File: config.mk
export PLATFORM = sky130hd
export DESIGN_NAME = power_loss_restart_control
export DESIGN_NICKNAME = d
export VERILOG_FILES = /design/src/logic/plr_pkg.sv /design/src/logic/tick_div.sv /design/src/logic/axil_regs.sv /design/src/logic/power_loss_restart_control.sv
export SDC_FILE = /design/constraint.sdc
export NUM_CORES = 1
export LEC_CHECK = 0
export BUFFER_PORTS_ARGS = -buffer_cell sky130_fd_sc_hd__buf_2
export CAP_MARGIN = 20
export CORE_MARGIN = 5
export CORE_UTILIZATION = 30
export DETAILED_ROUTE_END_ITERATION = 10
export PLACE_DENSITY_LB_ADDON = 0.3
export SLEW_MARGIN = 20
export SYNTH_ARGS = -nofsm -noshare
export SYNTH_HDL_FRONTEND = slang
export SYNTH_SLANG_ARGS = --single-unit
File: constraint.sdc
create_clock -name aclk -period 136.4 [get_ports aclk]
set_input_delay 20.46 -clock aclk [delete_from_list [all_inputs] [get_ports aclk]]
set_output_delay 20.46 -clock aclk [all_outputs]
set_load 0.1 [all_outputs]
File: src/logic/plr_pkg.sv
// package: offsets, field positions, reset values and timing for the power loss restart block
package plr_pkg;
  // ========================================================
  // clocking
  localparam int CLK_HZ = 100_000_000;
  localparam int TICK_US = 100;                          // one timing tick is 0.1 ms
  localparam int TICK_CYC = CLK_HZ / 1_000_000 * TICK_US;
  localparam int TICKS_PER_DSEC = 1000;                  // 0.1 s in ticks
  localparam int TICKS_PER_CSEC = 100;                   // 0.01 s in ticks
  localparam int LOSS_MS = 15;
  localparam logic [15:0] LOSS_TICKS = 16'(LOSS_MS * 10);
  // ========================================================
  // register offsets (byte addresses)
  localparam logic [5:0] OFF_CTRL = 6'h00;
  localparam logic [5:0] OFF_TIMES = 6'h04;
  localparam logic [5:0] OFF_LEVEL = 6'h08;
  localparam logic [5:0] OFF_STATUS = 6'h0C;
  localparam logic [5:0] OFF_IRQ_STAT = 6'h10;
  localparam logic [5:0] OFF_IRQ_MASK = 6'h14;
  localparam logic [5:0] OFF_VOLT = 6'h18;
  // ========================================================
  // field positions and reset values
  localparam int CTRL_REV_BIT = 0;
  localparam int CTRL_SEL_LSB = 4;
  localparam int CTRL_RIDE_LSB = 8;                      // 8 bits, 0.1 s units
  localparam int TIMES_BLK_LSB = 0;                      // 6 bits, 0.1 s units
  localparam int TIMES_REC_LSB = 8;                      // 6 bits, 0.1 s units
  localparam int TIMES_SS_LSB = 16;                      // 8 bits, 0.01 s units
  localparam logic [7:0] RIDE_RST = 8'h01;               // 0.1 s
  localparam logic [5:0] BLK_RST = 6'h02;                // 0.2 s
  localparam logic [5:0] BLK_MAX = 6'h32;                // 5.0 s
  localparam logic [5:0] REC_RST = 6'h03;                // 0.3 s
  localparam logic [7:0] SS_RST = 8'h0A;                 // 0.1 s
  localparam logic [1:0] SEL_RST = 2'h0;
  localparam logic [9:0] LEVEL_RST = 10'h0BE;            // 190 V
  localparam logic [9:0] LEVEL_MIN = 10'h096;            // 150 V
  localparam int IRQ_W = 3;                              // fault, loss, restart
  // ========================================================
  // sequencer states
  typedef enum logic [5:0] {
    ST_IDLE = 6'b000001,
    ST_RUN = 6'b000010,
    ST_LOSS = 6'b000100,
    ST_BLOCK = 6'b001000,
    ST_SEARCH = 6'b010000,
    ST_RAMP = 6'b100000
  } seq_state_t;
endpackage

File: src/logic/tick_div.sv
// tick divider: one-cycle enable pulse every TICK_CYC clocks
`timescale 1ns/1ns
`default_nettype none
module tick_div
  import plr_pkg::*;
(
  // clock and reset
  input wire logic aclk,
  input wire logic aresetn,
  // tick out
  output logic tick
);
  logic [15:0] cnt_reg;
  // ========================================================
  // free running divider
  always_ff @(posedge aclk) begin
    if (!aresetn) begin
      cnt_reg <= 16'h0000;
    end else if (tick) begin
      cnt_reg <= 16'h0000;
    end else begin
      cnt_reg <= cnt_reg + 16'h0001;
    end
  end
  assign tick = (cnt_reg == 16'(TICK_CYC - 1));
endmodule // tick_div
`default_nettype wire

File: src/logic/axil_regs.sv
// axi4-lite slave with control registers and sticky interrupt status
`timescale 1ns/1ns
`default_nettype none
module axil_regs
  import plr_pkg::*;
(
  // clock and reset
  input wire logic aclk,
  input wire logic aresetn,
  // axi4-lite
  input wire logic [5:0] s_axi_awaddr,
  input wire logic s_axi_awvalid,
  output logic s_axi_awready,
  input wire logic [31:0] s_axi_wdata,
  input wire logic [3:0] s_axi_wstrb,
  input wire logic s_axi_wvalid,
  output logic s_axi_wready,
  output logic [1:0] s_axi_bresp,
  output logic s_axi_bvalid,
  input wire logic s_axi_bready,
  input wire logic [5:0] s_axi_araddr,
  input wire logic s_axi_arvalid,
  output logic s_axi_arready,
  output logic [31:0] s_axi_rdata,
  output logic [1:0] s_axi_rresp,
  output logic s_axi_rvalid,
  input wire logic s_axi_rready,
  // settings out
  output logic [31:0] ctrl_reg,
  output logic [31:0] times_reg,
  output logic [9:0] level_reg,
  // state in
  input wire logic [31:0] status_in,
  input wire logic [9:0] volt_in,
  input wire logic [IRQ_W-1:0] irq_events,
  output logic irq
);
  logic aw_reg, w_reg;
  logic [5:0] awaddr_reg;
  logic [31:0] wdata_reg;
  logic [3:0] wstrb_reg;
  logic [IRQ_W-1:0] ist_reg, imask_reg;
  logic do_wr, do_rd, wr_ok, rd_ok;
  logic [31:0] rd_mux, lvl_merged;
  // byte-lane merge, used for the ctrl, times and level writes
  function automatic logic [31:0] merge(input logic [31:0] old,
      input logic [31:0] nw, input logic [3:0] st);
    for (int i = 0; i < 4; i++) begin
      if (st[i]) old[i*8 +: 8] = nw[i*8 +: 8];
    end
    return old;
  endfunction
  // ========================================================
  // handshake: address and data taken in either order
  assign s_axi_awready = !aw_reg && !s_axi_bvalid;
  assign s_axi_wready = !w_reg && !s_axi_bvalid;
  assign do_wr = aw_reg && w_reg && !s_axi_bvalid;
  assign s_axi_arready = !s_axi_rvalid;
  assign do_rd = s_axi_arvalid && s_axi_arready;
  assign wr_ok = (awaddr_reg <= OFF_IRQ_MASK) && (awaddr_reg != OFF_STATUS);
  assign rd_ok = (s_axi_araddr <= OFF_VOLT);
  always_ff @(posedge aclk) begin
    if (!aresetn) begin
      aw_reg <= 1'b0;
      w_reg <= 1'b0;
      awaddr_reg <= 6'h00;
      wdata_reg <= 32'h0000_0000;
      wstrb_reg <= 4'h0;
      s_axi_bvalid <= 1'b0;
      s_axi_bresp <= 2'h0;
    end else begin
      if (s_axi_awvalid && s_axi_awready) begin
        aw_reg <= 1'b1;
        awaddr_reg <= {s_axi_awaddr[5:2], 2'h0};
      end
      if (s_axi_wvalid && s_axi_wready) begin
        w_reg <= 1'b1;
        wdata_reg <= s_axi_wdata;
        wstrb_reg <= s_axi_wstrb;
      end
      if (do_wr) begin
        aw_reg <= 1'b0;
        w_reg <= 1'b0;
        s_axi_bvalid <= 1'b1;
        s_axi_bresp <= wr_ok ? 2'h0 : 2'h2;
      end else if (s_axi_bready) begin
        s_axi_bvalid <= 1'b0;
      end
    end
  end
  // ========================================================
  // register writes; level never below its floor
  assign lvl_merged = merge({22'h0, level_reg}, wdata_reg, wstrb_reg);
  always_ff @(posedge aclk) begin
    if (!aresetn) begin
      ctrl_reg <= {16'h0000, RIDE_RST, 2'h0, SEL_RST, 4'h0};
      times_reg <= {8'h00, SS_RST, 2'h0, REC_RST, 2'h0, BLK_RST};
      level_reg <= LEVEL_RST;
      imask_reg <= '0;
    end else if (do_wr) begin
      unique case (awaddr_reg)
        OFF_CTRL: ctrl_reg <= merge(ctrl_reg, wdata_reg, wstrb_reg) &
            32'h0000_FF31;
        OFF_TIMES: times_reg <= merge(times_reg, wdata_reg, wstrb_reg) &
            32'h00FF_3F3F;
        OFF_LEVEL: level_reg <= (lvl_merged < {22'h0, LEVEL_MIN}) ?
            LEVEL_MIN : (lvl_merged > 32'h3FF) ? 10'h3FF : lvl_merged[9:0];
        OFF_IRQ_MASK: imask_reg <= wdata_reg[IRQ_W-1:0];
        default: ;
      endcase
    end
  end
  // ========================================================
  // sticky status: a new event wins over a write-one clear
  always_ff @(posedge aclk) begin
    if (!aresetn) begin
      ist_reg <= '0;
    end else if (do_wr && awaddr_reg == OFF_IRQ_STAT && wstrb_reg[0]) begin
      ist_reg <= (ist_reg & ~wdata_reg[IRQ_W-1:0]) | irq_events;
    end else begin
      ist_reg <= ist_reg | irq_events;
    end
  end
  assign irq = |(ist_reg & imask_reg);
  // ========================================================
  // read path, data from a register
  assign rd_mux = (s_axi_araddr[5:2] == 4'h0) ? ctrl_reg :
      (s_axi_araddr[5:2] == 4'h1) ? times_reg :
      (s_axi_araddr[5:2] == 4'h2) ? {22'h0, level_reg} :
      (s_axi_araddr[5:2] == 4'h3) ? status_in :
      (s_axi_araddr[5:2] == 4'h4) ? {29'h0, ist_reg} :
      (s_axi_araddr[5:2] == 4'h5) ? {29'h0, imask_reg} :
      (s_axi_araddr[5:2] == 4'h6) ? {22'h0, volt_in} : 32'h0000_0000;
  always_ff @(posedge aclk) begin
    if (!aresetn) begin
      s_axi_rvalid <= 1'b0;
      s_axi_rdata <= 32'h0000_0000;
      s_axi_rresp <= 2'h0;
    end else if (do_rd) begin
      s_axi_rvalid <= 1'b1;
      s_axi_rdata <= rd_mux;
      s_axi_rresp <= rd_ok ? 2'h0 : 2'h2;
    end else if (s_axi_rready) begin
      s_axi_rvalid <= 1'b0;
    end
  end
endmodule // axil_regs
`default_nettype wire

File: src/logic/power_loss_restart_control.sv
// power loss restart sequencer with reverse prohibit, top module
// How it works
// - reverse command ignored when prohibit set; held with forward it still blocks the run
// - sel 1 restarts if power returns in time
// - sel 1 faults once loss exceeds ride-through
// - sel 2 always restarts, never faults
// - ride-through 0 to 25.5 s, default 0.1
// - output blocked at least min block time
// - voltage ramps zero to max over recovery
// - undervoltage when bus below settable level
// - error outputs held low during recovery
// - sel 0 faults on loss over 15 ms
//
// Local design decisions: the register offsets and the AXI4-Lite interface to the registers.
`timescale 1ns/1ns
`default_nettype none
module power_loss_restart_control
  import plr_pkg::*;
(
  // clock and reset
  input wire logic aclk,
  input wire logic aresetn,
  // register bus
  input wire logic [5:0] s_axi_awaddr,
  input wire logic s_axi_awvalid,
  output logic s_axi_awready,
  input wire logic [31:0] s_axi_wdata,
  input wire logic [3:0] s_axi_wstrb,
  input wire logic s_axi_wvalid,
  output logic s_axi_wready,
  output logic [1:0] s_axi_bresp,
  output logic s_axi_bvalid,
  input wire logic s_axi_bready,
  input wire logic [5:0] s_axi_araddr,
  input wire logic s_axi_arvalid,
  output logic s_axi_arready,
  output logic [31:0] s_axi_rdata,
  output logic [1:0] s_axi_rresp,
  output logic s_axi_rvalid,
  input wire logic s_axi_rready,
  // run terminals and bus voltage
  input wire logic run_fwd,
  input wire logic run_rev,
  input wire logic [9:0] dc_bus_volt,
  // drive outputs
  output logic out_enable,
  output logic out_reverse,
  output logic [7:0] volt_scale,
  output logic main_undervolt_fault,
  output logic error_out,
  output logic irq
);
  logic [31:0] ctrl_reg, times_reg, status_w;
  logic [9:0] level_reg;
  logic tick;
  logic reverse_prohibit_sel;
  logic [1:0] loss_handling_sel;
  logic [7:0] ride_through_time;
  logic [5:0] min_block_time, voltage_recovery_time;
  logic [7:0] search_time;
  logic undervolt_detect, run_req, rev_req;
  seq_state_t state_reg, state_next;
  logic [17:0] loss_cnt_reg, ride_lim;
  logic [15:0] phase_cnt_reg, blk_lim, ss_lim, rec_lim;
  logic fault_reg, dir_reg;
  logic ride_over, sel0_over, loss_timeout, phase_done;
  logic [7:0] volt_reg;
  logic [IRQ_W-1:0] irq_events;

  // tenths of a second to ticks, used for ride-through, block and recovery
  // 18 bits so the full 25.5 s ride-through fits in ticks
  function automatic logic [17:0] dsec_ticks(input logic [7:0] d);
    return 18'(d * TICKS_PER_DSEC);
  endfunction
  // ========================================================
  // register slave and tick divider
  axil_regs axil_regs_inst (
    .aclk(aclk), .aresetn(aresetn),
    .s_axi_awaddr(s_axi_awaddr), .s_axi_awvalid(s_axi_awvalid),
    .s_axi_awready(s_axi_awready), .s_axi_wdata(s_axi_wdata),
    .s_axi_wstrb(s_axi_wstrb), .s_axi_wvalid(s_axi_wvalid),
    .s_axi_wready(s_axi_wready), .s_axi_bresp(s_axi_bresp),
    .s_axi_bvalid(s_axi_bvalid), .s_axi_bready(s_axi_bready),
    .s_axi_araddr(s_axi_araddr), .s_axi_arvalid(s_axi_arvalid),
    .s_axi_arready(s_axi_arready), .s_axi_rdata(s_axi_rdata),
    .s_axi_rresp(s_axi_rresp), .s_axi_rvalid(s_axi_rvalid),
    .s_axi_rready(s_axi_rready),
    .ctrl_reg(ctrl_reg), .times_reg(times_reg), .level_reg(level_reg),
    .status_in(status_w), .volt_in(dc_bus_volt),
    .irq_events(irq_events), .irq(irq)
  );
  tick_div tick_div_inst (
    .aclk(aclk), .aresetn(aresetn), .tick(tick)
  );
  // ========================================================
  // settings fields
  assign reverse_prohibit_sel = ctrl_reg[CTRL_REV_BIT];
  assign loss_handling_sel = ctrl_reg[CTRL_SEL_LSB +: 2];
  assign ride_through_time = ctrl_reg[CTRL_RIDE_LSB +: 8];
  // block time clamped to its 5.0 s ceiling
  assign min_block_time = (times_reg[TIMES_BLK_LSB +: 6] > BLK_MAX) ?
      BLK_MAX : times_reg[TIMES_BLK_LSB +: 6];
  assign voltage_recovery_time = (times_reg[TIMES_REC_LSB +: 6] > BLK_MAX) ?
      BLK_MAX : times_reg[TIMES_REC_LSB +: 6];
  assign search_time = times_reg[TIMES_SS_LSB +: 8];
  // ========================================================
  // command and loss decode
  assign undervolt_detect = (dc_bus_volt < level_reg);
  // prohibited reverse gives no run, and still blocks a forward held with it
  assign rev_req = run_rev && !run_fwd && !reverse_prohibit_sel;
  assign run_req = (run_fwd && !run_rev) || rev_req;
  assign ride_lim = dsec_ticks(ride_through_time);
  // block and recovery stop at 5.0 s, so 16 bits hold them
  assign blk_lim = 16'(dsec_ticks({2'h0, min_block_time}));
  assign rec_lim = 16'(dsec_ticks({2'h0, voltage_recovery_time}));
  assign ss_lim = 16'(search_time * TICKS_PER_CSEC);
  assign ride_over = (loss_cnt_reg > ride_lim);
  assign sel0_over = (loss_cnt_reg > {2'h0, LOSS_TICKS});
  // sel 2 has no timeout at all; sel 3 treated as sel 0
  assign loss_timeout = (loss_handling_sel == 2'h1) ? ride_over :
      (loss_handling_sel == 2'h2) ? 1'b0 : sel0_over;
  assign phase_done = (state_reg == ST_BLOCK) ? (phase_cnt_reg >= blk_lim) :
      (state_reg == ST_SEARCH) ? (phase_cnt_reg >= ss_lim) :
      (phase_cnt_reg >= rec_lim);
  // ========================================================
  // sequencer next state
  always_comb begin
    state_next = state_reg;
    unique case (state_reg)
      ST_IDLE: if (run_req && !undervolt_detect && !fault_reg) begin
        state_next = ST_RAMP;
      end
      ST_RUN: if (undervolt_detect) begin
        state_next = ST_LOSS;
      end else if (!run_req) begin
        state_next = ST_IDLE;
      end
      // a return within the limit restarts through block time
      ST_LOSS: if (loss_timeout) begin
        state_next = ST_IDLE;
      end else if (!undervolt_detect) begin
        state_next = ST_BLOCK;
      end
      ST_BLOCK: if (undervolt_detect) begin
        state_next = ST_LOSS;
      end else if (phase_done) begin
        state_next = ST_SEARCH;
      end
      ST_SEARCH: if (undervolt_detect) begin
        state_next = ST_LOSS;
      end else if (phase_done) begin
        state_next = ST_RAMP;
      end
      ST_RAMP: if (undervolt_detect) begin
        state_next = ST_LOSS;
      end else if (!run_req) begin
        state_next = ST_IDLE;
      end else if (phase_done) begin
        state_next = ST_RUN;
      end
    endcase
  end
  // ========================================================
  // state, direction and fault latch
  always_ff @(posedge aclk) begin
    if (!aresetn) begin
      state_reg <= ST_IDLE;
      fault_reg <= 1'b0;
      dir_reg <= 1'b0;
    end else begin
      state_reg <= state_next;
      if (state_reg == ST_LOSS && loss_timeout) begin
        fault_reg <= 1'b1;
      end else if (state_reg == ST_IDLE && !run_req) begin
        fault_reg <= 1'b0; // reset by dropping the run command
      end
      if (state_reg == ST_IDLE && state_next == ST_RAMP) begin
        dir_reg <= rev_req;
      end
    end
  end
  // ========================================================
  // ride-through timer counts only while lost, cleared on return
  always_ff @(posedge aclk) begin
    if (!aresetn) begin
      loss_cnt_reg <= 18'h00000;
    end else if (state_reg != ST_LOSS || !undervolt_detect) begin
      loss_cnt_reg <= 18'h00000;
    end else if (tick && loss_cnt_reg != 18'h3FFFF) begin
      loss_cnt_reg <= loss_cnt_reg + 18'h00001;
    end
  end
  // ========================================================
  // phase timer for block, search and ramp
  always_ff @(posedge aclk) begin
    if (!aresetn) begin
      phase_cnt_reg <= 16'h0000;
    end else if (state_next != state_reg) begin
      phase_cnt_reg <= 16'h0000;
    end else if (tick && !phase_done) begin
      phase_cnt_reg <= phase_cnt_reg + 16'h0001;
    end
  end
  // ========================================================
  // voltage ramp: linear from 0 to full scale over the recovery time
  always_ff @(posedge aclk) begin
    if (!aresetn) begin
      volt_reg <= 8'h00;
    end else if (state_reg == ST_RUN) begin
      volt_reg <= 8'hFF;
    end else if (state_reg != ST_RAMP || rec_lim == 16'h0000) begin
      volt_reg <= (state_reg == ST_RAMP) ? 8'hFF : 8'h00;
    end else begin
      volt_reg <= 8'(({8'h00, phase_cnt_reg} * 24'h0000FF) /
          {8'h00, rec_lim});
    end
  end
  // ========================================================
  // outputs; block, loss and search keep the bridge off
  always_ff @(posedge aclk) begin
    if (!aresetn) begin
      out_enable <= 1'b0;
      out_reverse <= 1'b0;
      volt_scale <= 8'h00;
      main_undervolt_fault <= 1'b0;
      error_out <= 1'b0;
    end else begin
      out_enable <= (state_reg == ST_RUN) || (state_reg == ST_RAMP);
      out_reverse <= dir_reg;
      volt_scale <= volt_reg;
      main_undervolt_fault <= fault_reg;
      // recovery states mask the error output
      error_out <= fault_reg && (state_reg == ST_IDLE);
    end
  end
  assign irq_events = {
    state_reg == ST_SEARCH && state_next == ST_RAMP,
    state_reg != ST_LOSS && state_next == ST_LOSS,
    state_reg == ST_LOSS && loss_timeout
  };
  assign status_w = {20'h0, fault_reg, dir_reg, out_enable,
      undervolt_detect, 2'h0, state_reg};
endmodule // power_loss_restart_control
`default_nettype wire

==> results.txt <==
outcome = finished, final reports clean
DR WL met2 = 35300 um
IO Pins = 121
crit-path max cell delay = 0.89 ns
crit-path max FO = 28
Met1 Wirelength = 36100 um
worst hold slack = 0.438 ns
clk_lat worst skew = 0.47 ns
Area Growth Syn to Fin = 9.30%
largest net degree at the start of global routing = 82
CP most frequent cell = o21a_1
GRT Total Usage = 15.5%
Post-DP HPWL = 60600 um
VDD IR max = 0.00000709 V
setup TNS = 0 ns
Worst setup SP type = flop
Clk pwr share = 42.7%
Final Setup Violations = 0
cts bufs inserted = 17
fin worst setup slack = 77.65 ns
DRT Wirelength = 75800 um
Hold WC Path Type = reg -> reg
most frequent cells in the layout = ha_1 (431), nand2_1 (328), inv_1 (290)
Largest register FFs = 32
via count = 23700
Die Height = 310 um
Site Rows = 110
Combinational Power Share = 11.5%
Synth Register Bits = 195
final cell count without fillers = 4614
1st-iter DRT viols = 1293
average size of a mapped cell = 8.06 um^2
period utilization = 43.1%
Flop pwr share = 45.9%
Clock Sinks = 195
placed cell area = 28900 um^2
critical path required time = 136.72 ns
Slowest-stage cell, CP = or4b_1
post-cts hold buffer count = 0
fmax = 17.0 MHz
CTS root buf = clkbuf_16
Initial Util = 30.1%
Routed wire per std cell = 16.4 um
Switching Share = 31.9%
core area = 89900 um^2
buffers inserted during post-CTS setup optimization = 0
cell area after synthesis = 27100 um^2
CP Class = reg -> reg
Max-Slew Margin vs Limit = 35.0%
Final Hold Viols = 0
synth unique cells = 109
leakage power = 14.5 nW
asr flop ratio synth = 0%
post-route cell area = 29600 um^2
CTS tree = built
post-CTS sizing = 0
Post-synth top flop = dfxtp_1
Placed Cells incl. Taps = 4580
1st-pass router iterations = 6
Cells after Synth = 3361
die width = 310 um
share of the yosys chip area belonging to registers = 14.4%
internal power = 88.9 uW
RSZ-0062 raised after global routing = no
Worst-path clk slew = 0.10 ns
nets@finish = 4042
routability cong. = 0.881
fin crit period = 58.75 ns
CP arrival = 59.06 ns
global route overflow = 0
PortBufs = 108
EDFF count, synth = 0
layout cell share with drive strength beyond 1 = 8.12%
crit path capture type = flop
DR DRC count = 0
Slew @ Worst Pin = 0.972 ns
Post-DRT Antenna Nets = 0
Tot Pwr = 131 uW
first-pass GRT wire length = 121000 um
Max-Cap Viols = 0
Slew Viols, Final = 0
H-tree levels = 4
Ys Warns = 0
P_sw = 41.7 uW
Place WS = 77.89 ns
most common cell after layout, fill and taps aside = ha_1
Setup Skew = 0.0205 ns
Top Metal Used = met4
initial antenna violation count = 1
post-layout util = 32.9%
post-DR vias/cell = 5.15
routed wl met3 = 2380 um
Max Root-Sink Buffers = 2
vias in the first global route = 22600
Die ar. = 96400 um^2
PwrDens = 4.41 nW/um^2
worst max-delay path: cells and delay by family (launching register included):
kind | cells | cell delay, ns
AO/OA/AOI/OAI | 115 | 27.59
AND/OR/NAND/NOR | 77 | 17.46
adder cells (fa/ha/maj) | 24 | 8.39
buffers and inverters | 14 | 2.85
multiplexers | 4 | 1.42
flip-flops | 1 | 0.76
path summary, 6_finish.rpt:
kind / from / endpoint / slack (ns) / depth (start not counted)
worst min-delay path: volt_reg[6] / volt_scale[6] / 0.44 / 1
worst min register to register: volt_reg[6] / volt_scale[6] / 0.44 / 1
worst max-delay path: axil_regs_inst.times_reg[12] / volt_reg[0] / 77.65 / 234
worst max register to register: axil_regs_inst.times_reg[12] / volt_reg[0] / 77.65 / 234
cell families after synthesis:
kind of cell             synth area share (%)
multiplexers                             4.00
adder cells (fa/ha/maj)                  28.9
XOR/XNOR                                 5.79
AND/OR/NAND/NOR                          20.2
other                                  0.0138
buffers and inverters                    5.75
AO/OA/AOI/OAI                            20.9
flip-flops                               14.4
cell usage after synthesis (19+ instances only):
library cell / number / area [um^2]
clkbuf_1: 81 / 304
a21oi_1: 187 / 936
mux2i_1: 40 / 400
a31oi_1: 26 / 163
fa_1: 121 / 2420
or3_1: 19 / 119
nor3_1: 104 / 521
nor2b_1: 69 / 432
nand2_1: 328 / 1230
a21boi_0: 69 / 518
o21a_1: 103 / 773
nand3_1: 113 / 566
and2_1: 37 / 231
nand2b_1: 47 / 294
a21o_1: 66 / 495
o31ai_1: 45 / 338
nor2_1: 238 / 893
dfxtp_1: 195 / 3900
ha_1: 431 / 5390
xnor2_1: 109 / 955
mux2_2: 49 / 552
xor2_1: 70 / 613
inv_1: 290 / 1090
and3_1: 22 / 138
nor4_1: 22 / 138
nand4_1: 40 / 250
o211ai_1: 20 / 150
o21ai_0: 116 / 581
final cells by class:
type,count,area [um^2]
fillers,9613,60300
inverters,291,1090
multi-input cells,2780,21700
diodes,2,5.00
clock inverters,15,238
flip-flops and latches,195,3900
well taps,1176,1470
repair buffers,138,768
clock buffers,17,425
power by group through the flow:
stage                     Sequential (mW)  Combinational (mW)  Clock (mW)
after floorplan                    0.0625             0.00950           0
after global placement             0.0612              0.0150           0
after detailed placement           0.0612              0.0151           0
after CTS                          0.0599              0.0151      0.0573
after global routing               0.0601              0.0163      0.0597
final                              0.0599              0.0150      0.0557
metal layers:
layer	global-route usage (%)	up-vias
li1	-	12100
met1	21.2	11200
met2	25.8	346
met3	1.85	76
met4	4.25	0
met5	0	-
No activity file was read; power rests on OpenSTA's default activity.
